File: src/hdl/tlic_map.svh
`ifndef TLIC_MAP_SVH
`define TLIC_MAP_SVH

// ----------------------------------------------------------------------------
// Register offsets
// ----------------------------------------------------------------------------
`define TLIC_ADDR_CTRL1       8'h01
`define TLIC_ADDR_CTRL2       8'h02
`define TLIC_ADDR_RSVD3       8'h03
`define TLIC_ADDR_RSVD4       8'h04
`define TLIC_ADDR_LINE1       8'h05

// ----------------------------------------------------------------------------
// Reset values
// ----------------------------------------------------------------------------
`define TLIC_CTRL1_RST        8'h00
`define TLIC_CTRL2_RST        8'h03
`define TLIC_LINE1_RST        8'h00

// ----------------------------------------------------------------------------
// Field positions
// ----------------------------------------------------------------------------
`define TLIC_BIT_SOFTRST      7
`define TLIC_BIT_ISOLOOP      1
`define TLIC_BIT_WIDTH        0
`define TLIC_BIT_ALOOP        3
`define TLIC_BIT_HYBRID       1
`define TLIC_BIT_RXEN         0
`define TLIC_BIT_RINGNEG      6
`define TLIC_BIT_RINGPOS      5
`define TLIC_BIT_MONITOR      3
`define TLIC_BIT_RINGDET      2
`define TLIC_BIT_OFFHOOK      0

// ----------------------------------------------------------------------------
// Timing
// ----------------------------------------------------------------------------
`define TLIC_CLK_PERIOD_NS    100
`define TLIC_RING_HOLD_MS     4500
`define TLIC_RING_HOLD_CYC    ((`TLIC_RING_HOLD_MS * 1000) * (1000 / `TLIC_CLK_PERIOD_NS))
`define TLIC_OH_GUARD_US      250
`define TLIC_OH_GUARD_CYC     ((`TLIC_OH_GUARD_US * 1000 + `TLIC_CLK_PERIOD_NS - 1) / `TLIC_CLK_PERIOD_NS)

`endif

File: src/hdl/tlic_pkg.sv
package tlic_pkg;

  typedef logic [7:0] tlic_byte_t;

  // One register access from the serial port front end.
  typedef struct packed {
    logic       wr;
    logic       rd;
    tlic_byte_t addr;
    tlic_byte_t data;
  } tlic_req_s;

  // Control levels handed to the line-facing logic.
  typedef struct packed {
    logic isoLoopback;
    logic serialWidth16;
    logic analogLoopback;
    logic hybridConnect;
    logic rxEnable;
    logic lineMonitor;
    logic offhookDrive;
  } tlic_ctrl_s;

  typedef enum logic [1:0] {
    TLIC_ONHOOK  = 2'b00,
    TLIC_OFFHOOK = 2'b01,
    TLIC_GUARD   = 2'b10
  } tlic_hook_e;

endpackage

File: src/hdl/tlic_ctrl_regs.sv
`timescale 1ns/1ps
`include "tlic_map.svh"

module tlic_ctrl_regs #(
  parameter int RING_HOLD_CYC = `TLIC_RING_HOLD_CYC,
  parameter int GUARD_CYC     = `TLIC_OH_GUARD_CYC
) (
  input  wire logic               clk_sys,         // System clock, 10 MHz.
  input  wire logic               resetn,          // Synchronous reset, active low.
  input  wire tlic_pkg::tlic_req_s regReq,         // Register access from the serial port.
  output      logic [7:0]         rdData_q,        // Read data.
  output      logic               rdValid_q,       // Read data valid pulse.
  input  wire logic               ringPositive,    // Positive ring signal present.
  input  wire logic               ringNegative,    // Negative ring signal present.
  input  wire logic               offhookPin,      // External off-hook request pin.
  input  wire logic               offhookPinEnable,// Off-hook pin enable.
  input  wire logic               lineModeBit,     // Line mode bit.
  input  wire logic               frameValid,      // Serial data field strobe.
  input  wire logic               frameLsb,        // Least significant bit of that field.
  output      logic               secFrameReq_q,   // Secondary frame requested pulse.
  output      tlic_pkg::tlic_ctrl_s ctrl_q         // Control levels to the line side.
);
  import tlic_pkg::*;

  localparam int RW = $clog2(RING_HOLD_CYC + 1);
  localparam int GW = $clog2(GUARD_CYC + 1);

  // Whole reset bytes, so that each field's reset value is a plain bit select.
  localparam tlic_byte_t CTRL1_RST = `TLIC_CTRL1_RST;
  localparam tlic_byte_t CTRL2_RST = `TLIC_CTRL2_RST;
  localparam tlic_byte_t LINE1_RST = `TLIC_LINE1_RST;

  function automatic logic hitReg(input tlic_req_s r, input logic [7:0] a);
    hitReg = r.wr && (r.addr == a);
  endfunction

  // --------------------------------------------------------------------------
  // Register file
  // --------------------------------------------------------------------------
  logic isoLoop_q, isoLoop_d, width_q, width_d;
  logic aloop_q, aloop_d, hybrid_q, hybrid_d, rxen_q, rxen_d;
  logic monitor_q, monitor_d, offBit_q, offBit_d;
  logic swRst;

  assign swRst = hitReg(regReq, `TLIC_ADDR_CTRL1) && regReq.data[`TLIC_BIT_SOFTRST];

  always_comb begin
    isoLoop_d = isoLoop_q;
    width_d   = width_q;
    aloop_d   = aloop_q;
    hybrid_d  = hybrid_q;
    rxen_d    = rxen_q;
    monitor_d = monitor_q;
    offBit_d  = offBit_q;
    if (swRst) begin
      isoLoop_d = CTRL1_RST[`TLIC_BIT_ISOLOOP];
      width_d   = CTRL1_RST[`TLIC_BIT_WIDTH];
      aloop_d   = CTRL2_RST[`TLIC_BIT_ALOOP];
      hybrid_d  = CTRL2_RST[`TLIC_BIT_HYBRID];
      rxen_d    = CTRL2_RST[`TLIC_BIT_RXEN];
      monitor_d = LINE1_RST[`TLIC_BIT_MONITOR];
      offBit_d  = LINE1_RST[`TLIC_BIT_OFFHOOK];
    end else begin
      if (hitReg(regReq, `TLIC_ADDR_CTRL1)) begin
        isoLoop_d = regReq.data[`TLIC_BIT_ISOLOOP];
        width_d   = width_q | regReq.data[`TLIC_BIT_WIDTH];
      end
      if (hitReg(regReq, `TLIC_ADDR_CTRL2)) begin
        aloop_d  = regReq.data[`TLIC_BIT_ALOOP];
        hybrid_d = regReq.data[`TLIC_BIT_HYBRID];
        rxen_d   = regReq.data[`TLIC_BIT_RXEN];
      end
      if (hitReg(regReq, `TLIC_ADDR_LINE1)) begin
        monitor_d = regReq.data[`TLIC_BIT_MONITOR];
        offBit_d  = regReq.data[`TLIC_BIT_OFFHOOK];
      end
    end
  end

  always_ff @(posedge clk_sys) begin
    if (!resetn) begin
      isoLoop_q <= 1'b0;
      width_q   <= 1'b0;
      aloop_q   <= 1'b0;
      hybrid_q  <= 1'b1;
      rxen_q    <= 1'b1;
      monitor_q <= 1'b0;
      offBit_q  <= 1'b0;
    end else begin
      isoLoop_q <= isoLoop_d;
      width_q   <= width_d;
      aloop_q   <= aloop_d;
      hybrid_q  <= hybrid_d;
      rxen_q    <= rxen_d;
      monitor_q <= monitor_d;
      offBit_q  <= offBit_d;
    end
  end

  // --------------------------------------------------------------------------
  // Hook control
  // --------------------------------------------------------------------------
  // A drop of the request holds the line on-hook for the guard time so that a
  // quick re-request cannot flash the line; line mode skips that wait.
  tlic_hook_e      hook_q, hook_d;
  logic [GW-1:0]   guard_q, guard_d;
  logic            offReq;

  assign offReq = offBit_d | (offhookPinEnable & offhookPin);

  always_comb begin
    hook_d  = hook_q;
    guard_d = guard_q;
    case (hook_q)
      TLIC_ONHOOK: begin
        if (offReq) begin
          hook_d = TLIC_OFFHOOK;
        end
      end
      TLIC_OFFHOOK: begin
        if (!offReq) begin
          if (lineModeBit) begin
            hook_d = TLIC_ONHOOK;
          end else begin
            hook_d  = TLIC_GUARD;
            guard_d = GW'(GUARD_CYC);
          end
        end
      end
      TLIC_GUARD: begin
        if (guard_q <= GW'(1)) begin
          guard_d = '0;
          hook_d  = TLIC_ONHOOK;
        end else begin
          guard_d = guard_q - GW'(1);
        end
      end
      default: begin
        hook_d  = TLIC_ONHOOK;
        guard_d = '0;
      end
    endcase
  end

  always_ff @(posedge clk_sys) begin
    if (!resetn) begin
      hook_q  <= TLIC_ONHOOK;
      guard_q <= '0;
    end else begin
      hook_q  <= hook_d;
      guard_q <= guard_d;
    end
  end

  // --------------------------------------------------------------------------
  // Ring detect
  // --------------------------------------------------------------------------
  logic          ringFlag_q, ringFlag_d;
  logic [RW-1:0] ringCnt_q, ringCnt_d;

  always_comb begin
    ringFlag_d = ringFlag_q;
    ringCnt_d  = ringCnt_q;
    if (ringCnt_q != '0) begin
      ringCnt_d = ringCnt_q - RW'(1);
    end
    if (ringPositive) begin
      ringCnt_d = RW'(RING_HOLD_CYC);
    end
    if (swRst || hook_q == TLIC_OFFHOOK || ringCnt_q == RW'(1)) begin
      ringFlag_d = 1'b0;
    end
    // A ring arriving in the clearing cycle still wins.
    if (ringPositive || ringNegative) begin
      ringFlag_d = 1'b1;
    end
  end

  always_ff @(posedge clk_sys) begin
    if (!resetn) begin
      ringFlag_q <= 1'b0;
      ringCnt_q  <= '0;
    end else begin
      ringFlag_q <= ringFlag_d;
      ringCnt_q  <= ringCnt_d;
    end
  end

  // --------------------------------------------------------------------------
  // Read path and outputs
  // --------------------------------------------------------------------------
  logic [7:0] rdData_d, rdByte;
  logic       rdValid_d, secFrame_d;
  tlic_ctrl_s ctrl_d;

  always_comb begin
    rdByte = 8'h00;
    case (regReq.addr)
      `TLIC_ADDR_CTRL1: begin
        rdByte[`TLIC_BIT_ISOLOOP] = isoLoop_q;
        rdByte[`TLIC_BIT_WIDTH]   = width_q;
      end
      `TLIC_ADDR_CTRL2: begin
        rdByte[`TLIC_BIT_ALOOP]  = aloop_q;
        rdByte[`TLIC_BIT_HYBRID] = hybrid_q;
        rdByte[`TLIC_BIT_RXEN]   = rxen_q;
      end
      `TLIC_ADDR_LINE1: begin
        rdByte[`TLIC_BIT_RINGNEG] = ringNegative;
        rdByte[`TLIC_BIT_RINGPOS] = ringPositive;
        rdByte[`TLIC_BIT_MONITOR] = monitor_q;
        rdByte[`TLIC_BIT_RINGDET] = ringFlag_q;
        rdByte[`TLIC_BIT_OFFHOOK] = offBit_q;
      end
      default: begin
        rdByte = 8'h00;
      end
    endcase
    rdValid_d  = regReq.rd;
    rdData_d   = regReq.rd ? rdByte : rdData_q;
    secFrame_d = frameValid && frameLsb && !width_q;
    ctrl_d.isoLoopback    = isoLoop_d;
    ctrl_d.serialWidth16  = width_d;
    ctrl_d.analogLoopback = aloop_d;
    ctrl_d.hybridConnect  = hybrid_d;
    ctrl_d.rxEnable       = rxen_d;
    ctrl_d.lineMonitor    = monitor_d;
    ctrl_d.offhookDrive   = (hook_d == TLIC_OFFHOOK);
  end

  always_ff @(posedge clk_sys) begin
    if (!resetn) begin
      rdData_q      <= 8'h00;
      rdValid_q     <= 1'b0;
      secFrameReq_q <= 1'b0;
      ctrl_q        <= 7'h0c;
    end else begin
      rdData_q      <= rdData_d;
      rdValid_q     <= rdValid_d;
      secFrameReq_q <= secFrame_d;
      ctrl_q        <= ctrl_d;
    end
  end
endmodule // tlic_ctrl_regs

File: config.mk
export PLATFORM = sky130hd
export DESIGN_NAME = tlic_ctrl_regs
export DESIGN_NICKNAME = d
export VERILOG_FILES = /design/src/hdl/tlic_pkg.sv /design/src/hdl/tlic_ctrl_regs.sv
export VERILOG_INCLUDE_DIRS = /design/src /design/src/hdl
export SDC_FILE = /design/constraint.sdc
export NUM_CORES = 1
export LEC_CHECK = 0
export BUFFER_PORTS_ARGS = -buffer_cell sky130_fd_sc_hd__buf_4
export CELL_PAD_IN_SITES_DETAIL_PLACEMENT = 1
export CELL_PAD_IN_SITES_GLOBAL_PLACEMENT = 2
export CORE_AREA = 2 2 104 106
export CTS_BUF_LIST = sky130_fd_sc_hd__clkbuf_8
export DETAILED_ROUTE_END_ITERATION = 10
export DIE_AREA = 0 0 106 108
export MAX_ROUTING_LAYER = met4
export PLACE_DENSITY = 0.74
export RECOVER_POWER = 100
export SYNTH_ARGS = -nofsm -noshare
export SYNTH_HDL_FRONTEND = slang
export SYNTH_SLANG_ARGS = --single-unit
File: constraint.sdc
create_clock -name clk_sys -period 2.2 [get_ports clk_sys]
set_input_delay 0.22 -clock clk_sys [delete_from_list [all_inputs] [get_ports clk_sys]]
set_output_delay 0.22 -clock clk_sys [all_outputs]
set_load 0.01 [all_outputs]
==> results.tsv, run 1 <==
stage	metric	value	unit
logic_synthesis	syn_inst	361	
routing	drt-initial-drc-count	101	
routing	vias	2922	
clock_network	root_buffer	clkbuf_8	
grt	grt_max_degree	27	
routing	drc	0	
clock_network	cts_setup_buffers	0	
status	status	finished, final reports clean	
grt	grt_first_pass_wirelength	14200	um
sta	timing.final.crit_share	0.950	
floorplan	core	10200	um^2
layout	final_cell_mix	dfxtp_1, buf_4, nor2_1	
pwr	p_leak	0.00140	uW
grt	grt_pass1_vias	2959	
routing	wl	8380	um
routing	wl_met2	4120	um
floorplan	fp-row-count	37	
logic_synthesis	synth_edf_count	0	
clock_network	cts_inserted_buffers	9	
grt	antenna_found_initial	0	
layout	antennaDiodeCount	0	
pwr	peakVddDrop	0.000283	V
clock_network	numClockSinks	57	
floorplan	io_pins	44	
setup_path	worstSetupStartpointType	flop	
layout	final_common_cell	dfxtp_1	
sta	fin_crit	2.09	ns
routing	final_antenna_net_count	0	
setup_path	cp_max_fo	7	
setup_path	r2r_start	hook_q[0]	
logic_synthesis	synth_ff_type	dfxtp_1	
logic_synthesis	yosysWarnings	0	
placed_design	gp_congestion	0.823	
floorplan	die_x	106	um
setup_path	path_class	flop to flop	
routing	dr.pass1.iters	4	
sta	max_freq	478	MHz
setup_path	reg2reg_depth	6	
clock_network	cts_tree	done	
sta	fin_setup_tns	0	ns
hold_path	hold_path_class	primary input to flop	
setup_path	rrSetupSlack	0.11	ns
setup_path	end_kind	flop	
clock_network	cts_buffer_depth	2	
hold_path	hp-start	regReq[3]	
routing	top_layer	met4	
logic_synthesis	seq_area_frac_synth	0.376	
setup_path	worstPathRequired	2.46	ns
setup_path	cp_data_arrival_time	2.35	ns
clock_network	cts_hold_buf	0	
sta	worst_pin_slew	0.484	ns
logic_synthesis	ys_types	53	
setup_path	r2r-end	guard_q[4]	
sta	drv_slew	0	
floorplan	die-area	11400	um^2
logic_synthesis	synth-seq-cells	57	
layout	drive_gt1_frac	0.179	
routing	dr_wl_met3	207	um
grt	grt-ovfl-total	0	
sta	rsz0062_at_grt	yes	
routing	wirelength_met1	3980	um
clock_network	h-tree-depth	3	
clock_network	clkTransAtPathRegs	0.07	ns
layout	area_growth	25.2	%
placed_design	dp_hpwl	6200	um
clock_network	cts_resized	0	
clock_network	clock_latency	0.33	ns
hold_path	min_to	ctrl_q[4]	
logic_synthesis	synth.cell_area	3040	um^2
logic_synthesis	synth-async-reset-ratio	0	
logic_synthesis	syn_avg_cell_area	8.41	um^2
placed_design	portBuffers	37	
floorplan	start_util	0.297	
routing	wire_per_inst	14.8	um
routing	avgViaCountPerCell	5.16	
floorplan	die_h	108	um
sta	maxSlewHeadroom	0.669	
pwr	fin_total_pwr	2570	uW
job	cap_violations	0	
layout	fin_nets	461	
pwr	p_per_area	675	nW/um^2
grt	grt.total_usage	0.158	
sta	setup_viol_count_final	0	
sta	finalHoldViolations	0	
hold_path	hold_path_depth	3	
sta	fin_skew	0.00880	ns
area by class of cell:
type / count / area [um^2]
clock buffers: 10 / 138
clock inverters: 6 / 58.8
fillers: 1241 / 6430
inverters: 12 / 45.0
multi-input cells: 271 / 1750
flip-flops and latches: 57 / 1140
well taps: 136 / 170
repair buffers: 74 / 498
flip-flops by register name, summed over array words and instances (netlist names):
name / count
ctrl_q: 7
secFrameReq_q: 1
ringFlag_q: 1
rdValid_q: 1
offBit_q: 1
rdData_q: 6
guard_q: 12
hook_q: 2
ringCnt_q: 26
worst max-delay path by stage:
stage	slack [ns]	from	to	cells after the start
2_1_floorplan	0.005	ringCnt_q[20]	ringCnt_q[6]	8
3_5_place_dp	-0.18	regReq[9]	guard_q[9]	7
5_1_grt	-0.006	hook_q[0]	guard_q[1]	7
6_report	0.11	hook_q[0]	guard_q[4]	6
4_1_cts	0.08	ringCnt_q[22]	ringCnt_q[8]	6
3_3_place_gp	-0.17	regReq[9]	guard_q[9]	7
power breakdown:
part           leakage (uW)  total (uW)  internal (uW)  switching, uW
clock             0.0000995         984            546            438
combinational      0.000836         464            217            247
sequential         0.000466        1120           1080           41.5
worst max-delay path, cell delays in order (launching register included):
cell     delay (ns)
dfxtp_1        0.35
inv_1          0.07
ha_1           0.21
or3_1          0.37
o31a_1         0.35
or4b_1         0.52
a21oi_1        0.16
through the flow:
stage | cells | util | setup WS [ns] | instance area (um^2) | hold WS, ns
floorplan | 362 | - | 0.00527 | 3060 | 0.356
global placement | 550 | 0.358 | -0.171 | 3660 | 0.458
detailed placement | 550 | 0.358 | -0.184 | 3660 | 0.461
CTS | 566 | 0.377 | 0.0763 | 3860 | 0.121
global route | 566 | 0.372 | -0.00572 | 3800 | 0.153
finish | 566 | 0.372 | 0.110 | 3800 | 0.139
layer usage:
metal | vias up | GRT usage
li1 | 1466 | -
met1 | 1422 | 0.192
met2 | 28 | 0.267
met3 | 6 | 0.0374
met4 | 0 | 0.0367
met5 | - | -
cell usage after synthesis, types with 2 or more instances:
library cell	number	area, um^2
nor2_1	35	131
o21ai_0	15	75.1
o32ai_1	2	17.5
a211oi_1	5	37.5
or4b_1	4	40.0
clkinv_1	2	7.51
a21o_1	2	15.0
o311a_1	2	20.0
mux2i_1	7	70.1
o21a_1	2	15.0
or3_1	12	75.1
a2111oi_0	2	17.5
inv_1	10	37.5
a21oi_1	28	140
o41ai_1	2	17.5
nand4b_1	2	17.5
nand3_1	9	45.0
nor4_1	9	56.3
and4_1	3	26.3
buf_4	10	75.1
buf_2	2	10.0
xor2_1	2	17.5
nor3_1	13	65.1
ha_1	9	113
xnor2_1	8	70.1
a31oi_1	8	50.1
nand2b_1	10	62.6
o31ai_1	9	67.6
o31a_1	5	43.8
clkbuf_1	8	30.0
nand3b_1	6	45.0
dfxtp_1	57	1140
or4_1	13	97.6
and2_1	3	18.8
nand4_1	6	37.5
o41a_1	2	22.5
nor3b_1	3	22.5
nand2_1	19	71.3
cell families after synthesis:
family,after synthesis,synth area share
mux,7,0.0231
flops,57,0.376
simple gates,152,0.279
xor+xnor,10,0.0288
compound gates,91,0.200
buf+inv,34,0.0556
fa+ha+maj,9,0.0371
other cells,1,0.00123
Note: power is estimated with default switching activity, not from simulation.
==> run 2: changes to the inputs <==
--- a/config.mk
+++ b/config.mk
@@ -10,7 +10,6 @@
 export CELL_PAD_IN_SITES_DETAIL_PLACEMENT = 1
 export CELL_PAD_IN_SITES_GLOBAL_PLACEMENT = 2
 export CORE_AREA = 2 2 104 106
-export CTS_BUF_LIST = sky130_fd_sc_hd__clkbuf_8
 export DETAILED_ROUTE_END_ITERATION = 10
 export DIE_AREA = 0 0 106 108
 export MAX_ROUTING_LAYER = met4
==> constraint.sdc (replaced) <==
create_clock -name clk_sys -period 1.9 [get_ports clk_sys]
set_input_delay 0.19 -clock clk_sys [delete_from_list [all_inputs] [get_ports clk_sys]]
set_output_delay 0.19 -clock clk_sys [all_outputs]
set_load 0.01 [all_outputs]
==> results.tsv, run 2 (synthesis gave the netlist of run 1 again) <==
stage	metric	value	unit
clock_network	numClockSinks	57	
sta	max_freq	505	MHz
sta	fin_ws	-0.0797	ns
hold_path	min_to	ctrl_q[4]	
sta	rsz0062_at_grt	yes	
sta	timing.final.crit_share	1.04	
layout	largest_reg_flops	26	
sta	fin_skew	0.0117	ns
pwr	p_leak	0.00173	uW
floorplan	start_util	0.297	
clock_network	clkTransAtPathRegs	0.07	ns
sta	fin_setup_tns	-0.693	ns
layout	reg_top3	ringCnt_q x26, guard_q x12, ctrl_q x7	
routing	vias	3136	
grt	grt-ovfl-total	0	
floorplan	die_h	108	um
setup_path	cp_slowest_cell	or4b_1	
grt	grt.total_usage	0.174	
grt	grt_max_degree	27	
setup_path	reg2reg_depth	6	
floorplan	fp-row-count	37	
setup_path	crit_chain	inv_2 -> ha_4 -> or3_1 -> o31a_1 -> or4b_1 -> a21oi_2	
placed_design	dp_hpwl	6800	um
pwr	peakVddDrop	0.000313	V
setup_path	cp_max_fo	7	
layout	fin_nets	509	
status	status	finished with violations	
layout	drive_gt1_frac	0.366	
floorplan	die-area	11400	um^2
setup_path	r2r-end	guard_q[4]	
routing	drt-initial-drc-count	63	
setup_path	worstSetupStartpointType	flop	
layout	antennaDiodeCount	0	
setup_path	crit_path_max_incr_delay	0.52	ns
floorplan	io_pins	44	
clock_network	cts_buffer_depth	2	
sta	drv_slew	0	
routing	avgViaCountPerCell	5.11	
clock_network	h-tree-depth	3	
routing	wire_per_inst	15.8	um
clock_network	cts_hold_buf	0	
sta	finalHoldViolations	0	
routing	final_antenna_net_count	0	
layout	regArea	1160	um^2
layout	final_common_cell	buf_4	
routing	dr.pass1.iters	5	
sta	fin_crit	1.98	ns
grt	antenna_found_initial	0	
sta	whs	0.113	ns
setup_path	rrSetupSlack	-0.08	ns
layout	final_cell_mix	buf_4, dfxtp_1, nor2_1	
placed_design	gp_congestion	0.817	
sta	setup_viol_count_final	20	
layout	top_register	ringCnt_q	
clock_network	clock_latency	0.33	ns
layout	area_growth	48.9	%
setup_path	path_class	flop to flop	
hold_path	hp-start	regReq[3]	
grt	grt_pass1_vias	3309	
layout	final_util	0.442	
pwr	p_per_area	767	nW/um^2
routing	drc	0	
placed_design	portBuffers	37	
clock_network	cts_inserted_buffers	9	
clock_network	cts_tree	done	
setup_path	worstPathRequired	2.17	ns
hold_path	hold_path_depth	3	
floorplan	die_x	106	um
grt	grt_first_pass_wirelength	15700	um
layout	multi_input_area	2010	um^2
routing	wl	9690	um
setup_path	cp_data_arrival_time	2.25	ns
hold_path	hold_path_class	primary input to flop	
setup_path	end_kind	flop	
floorplan	core	10200	um^2
job	cap_violations	0	
setup_path	r2r_start	hook_q[1]	
clock_network	root_buffer	clkbuf_8	
layout	fillerInstances	1225	
status	violations	negative setup slack	
run 2: cell types whose count changed in the layout (fill, tap and decap cells not counted), moves of 6 or more:
cell	change
buf_4	+42
o21ai_0	-6
dfxtp_2	+8
dfxtp_1	-10
buf_6	+9
run 2: worst max path at each step:
stage | start | end | slack (ns) | cells past startpoint
2_1_floorplan | ringCnt_q[23] | ringCnt_q[6] | -0.23 | 8
3_3_place_gp | regReq[11] | guard_q[9] | -0.37 | 7
3_5_place_dp | regReq[11] | guard_q[9] | -0.38 | 7
4_1_cts | hook_q[1] | guard_q[5] | -0.13 | 6
5_1_grt | hook_q[1] | guard_q[4] | -0.19 | 6
6_report | hook_q[1] | guard_q[4] | -0.08 | 6
run 2: per-stage QoR:
| stage | std cells | cell area (um^2) | total power (uW) | setup slack [ns] |
|---|---|---|---|---|
| floorplan | 362 | 3120 | 1660 | -0.232 |
| global placement | 583 | 3950 | 1910 | -0.367 |
| detailed placement | 583 | 3950 | 1920 | -0.384 |
| CTS | 606 | 4370 | 3430 | -0.134 |
| global route | 614 | 4520 | 3640 | -0.187 |
| finish | 614 | 4520 | 3470 | -0.0797 |
run 2: what timing repair did:
action                     in CTS  in global routing
gates resized for setup        33                 41
setup endpoints to repair      35                 39
setup buffers                   7                  8
hold endpoints to repair        0                  0
pin swaps                      19                 23
run 2: final cells by class:
class                   instances  area share
clock buffers                  11      0.0313
clock inverters                 5      0.0227
inverters                      12     0.00996
multi-input cells             271       0.443
flip-flops and latches         57       0.256
well taps                     136      0.0376
repair buffers                122       0.199
run 2: critical path: cells and delay by family (launching register included):
family	cells	cell delay (ns)
adder cells (fa/ha/maj)	1	0.15
AO/OA/AOI/OAI	2	0.48
buffers and inverters	1	0.06
AND/OR/NAND/NOR	2	0.87
flip-flops	1	0.35
run 2: routing by layer:
| metal | GRT usage | vias up | routed length, um |
|---|---|---|---|
| li1 | - | 1560 | - |
| met1 | 0.202 | 1529 | 4270 |
| met2 | 0.307 | 38 | 5050 |
| met3 | 0.0344 | 9 | 254 |
| met4 | 0.0517 | 0 | 116 |
| met5 | - | - | 0 |
run 2: power breakdown:
part | leakage [uW] | internal, uW | switching (uW)
clock | 0.000120 | 906 | 506
combinational | 0.00114 | 385 | 378
sequential | 0.000470 | 1250 | 48.3
total | 0.00173 | 2540 | 932
==> run 3: changes to the inputs <==
--- a/config.mk
+++ b/config.mk
@@ -6,7 +6,7 @@
 export SDC_FILE = /design/constraint.sdc
 export NUM_CORES = 1
 export LEC_CHECK = 0
-export BUFFER_PORTS_ARGS = -buffer_cell sky130_fd_sc_hd__buf_4
+export BUFFER_PORTS_ARGS = -buffer_cell sky130_fd_sc_hd__buf_2
 export CELL_PAD_IN_SITES_DETAIL_PLACEMENT = 1
 export CELL_PAD_IN_SITES_GLOBAL_PLACEMENT = 2
 export CORE_AREA = 2 2 104 106
==> results.tsv, run 3 (synthesis gave the netlist of run 1 again) <==
stage	metric	value	unit
setup_path	worstPathRequired	2.12	ns
routing	drc	0	
setup_path	r2r_start	ringCnt_q[23]	
routing	wire_per_inst	15.9	um
status	status	finished with violations	
routing	avgViaCountPerCell	5.10	
hold_path	hold_path_class	primary input to flop	
setup_path	worstSetupStartpointType	flop	
placed_design	dpl.cell_count	583	
sta	rsz0062_at_grt	yes	
clock_network	clock_latency	0.34	ns
sta	maxSlewHeadroom	0.633	
layout	top_register	ringCnt_q	
routing	drt-initial-drc-count	52	
layout	drive_gt1_frac	0.394	
clock_network	cts_tree	done	
setup_path	path_class	flop to flop	
status	violations	negative setup slack	
setup_path	rrSetupSlack	-0.16	ns
pwr	combPwrFrac	0.245	
floorplan	die-area	11400	um^2
job	cap_violations	0	
pwr	switchingPower	932	uW
clock_network	cts_inserted_buffers	9	
placed_design	portBuffers	37	
sta	fin_setup_tns	-1.95	ns
sta	setup_viol_count_final	27	
placed_design	dp_hpwl	6890	um
sta	max_freq	486	MHz
grt	grt.total_usage	0.180	
routing	final_antenna_net_count	0	
floorplan	fp-row-count	37	
layout	antennaDiodeCount	0	
setup_path	reg2reg_depth	7	
setup_path	end_kind	flop	
grt	grt-ovfl-total	0	
clock_network	cts_buffer_depth	2	
grt	grt_first_pass_wirelength	16100	um
sta	finalHoldViolations	0	
clock_network	cts_hold_buf	0	
pwr	clkPwrFrac	0.348	
layout	layout.cells.non_filler	618	
pwr	peakVddDrop	0.000425	V
layout	final_cell_mix	buf_4, dfxtp_1, nor2_1	
pwr	seqPwrFrac	0.407	
clock_network	h-tree-depth	3	
setup_path	r2r-end	ringCnt_q[16]	
pwr	p_leak	0.00172	uW
floorplan	core	10200	um^2
pwr	p_int	2250	uW
routing	wl	9850	um
layout	reg_top3	ringCnt_q x26, guard_q x12, ctrl_q x7	
clock_network	numClockSinks	57	
setup_path	startpoint	ringCnt_q[23]	
layout	final_common_cell	buf_4	
floorplan	die_x	106	um
grt	grt_pass1_vias	3300	
placed_design	pre_cts_ws	-0.384	ns
layout	area_growth	47.3	%
grt	grt_max_degree	27	
routing	dr.pass1.iters	4	
sta	worst_pin_slew	0.550	ns
layout	final_util	0.437	
placed_design	gp_congestion	0.770	
sta	fin_skew	0.0107	ns
floorplan	start_util	0.297	
clock_network	root_buffer	clkbuf_8	
sta	fin_ws	-0.158	ns
floorplan	die_h	108	um
setup_path	endpoint	ringCnt_q[16]	
layout	fin_nets	513	
clock_network	clkTransAtPathRegs	0.07	ns
setup_path	cp_data_arrival_time	2.28	ns
sta	timing.final.crit_share	1.08	
pwr	p_per_area	712	nW/um^2
routing	vias	3152	
grt	antenna_found_initial	0	
layout	largest_reg_flops	26	
sta	drv_slew	0	
pwr	swShare	0.293	
floorplan	io_pins	44	
setup_path	cp_max_fo	5	
sta	fin_crit	2.06	ns
-- run 3: cell count changes in the layout (fill, tap and decap cells not counted), sizes merged --
| cell | delta |
|---|---|
| clkinv | +1 |
| bufinv | -3 |
| clkinvlp | -1 |
| buf | +4 |
| clkbuf | +3 |
-- run 3: stage by stage --
stage          area [um^2]  power (uW)  hold slack [ns]
3_3_place_gp          3840        1880            0.446
6_report              4470        3180            0.107
3_5_place_dp          3840        1900            0.460
4_1_cts               4260        3120           0.0925
2_1_floorplan         3120        1660            0.326
5_1_grt               4470        3340            0.134
-- run 3: layer usage --
metal,GRT usage,vias to the layer above,share of wire
li1,-,1567,-
met1,0.209,1547,0.45
met2,0.318,31,0.52
met3,0.0392,7,0.025
met4,0.0423,0,0.0083
met5,-,-,0
-- run 3: worst min-delay path by stage --
stage / from / end / slack (ns) / cells after the start
floorplan: ringPositive / ringCnt_q[23] / 0.33 / 1
global placement: regReq[3] / ctrl_q[1] / 0.45 / 3
detailed placement: regReq[3] / ctrl_q[1] / 0.46 / 3
CTS: regReq[3] / ctrl_q[1] / 0.09 / 3
global route: regReq[1] / ctrl_q[3] / 0.13 / 3
finish: regReq[3] / ctrl_q[1] / 0.11 / 3
-- run 3: final cells by class --
cell class	instances	area (um^2)
Multi-Input combinational cell	271	2040
Sequential cell	57	1160
Fill cell	1228	5760
Clock inverter	2	10.0
Inverter	12	45.0
Clock buffer	14	183
Timing Repair Buffer	126	865
Tap cell	136	170
-- run 3: critical path, stage by stage (launching register included) --
cell and delay [ns]:
dfxtp_2 0.32, or4_1 0.59, or3_4 0.41, o211ai_4 0.21
buf_4 0.15, buf_6 0.11, or4_4 0.11, a21oi_2 0.04
-- run 3: repair_timing --
action | in CTS | in global routing
setup endpoints to repair | 34 | 38
resized for setup | 36 | 51
buffers inserted | 10 | 9
cloned | 1 | 0
pin swaps | 19 | 22
-- run 3: power by group through the flow --
stage	Sequential [uW]	Combinational (uW)	Clock, uW
global route	1300	848	1190
global placement	1310	569	0
detailed placement	1310	590	0
floorplan	1310	343	0
CTS	1290	682	1150
finish	1300	779	1110
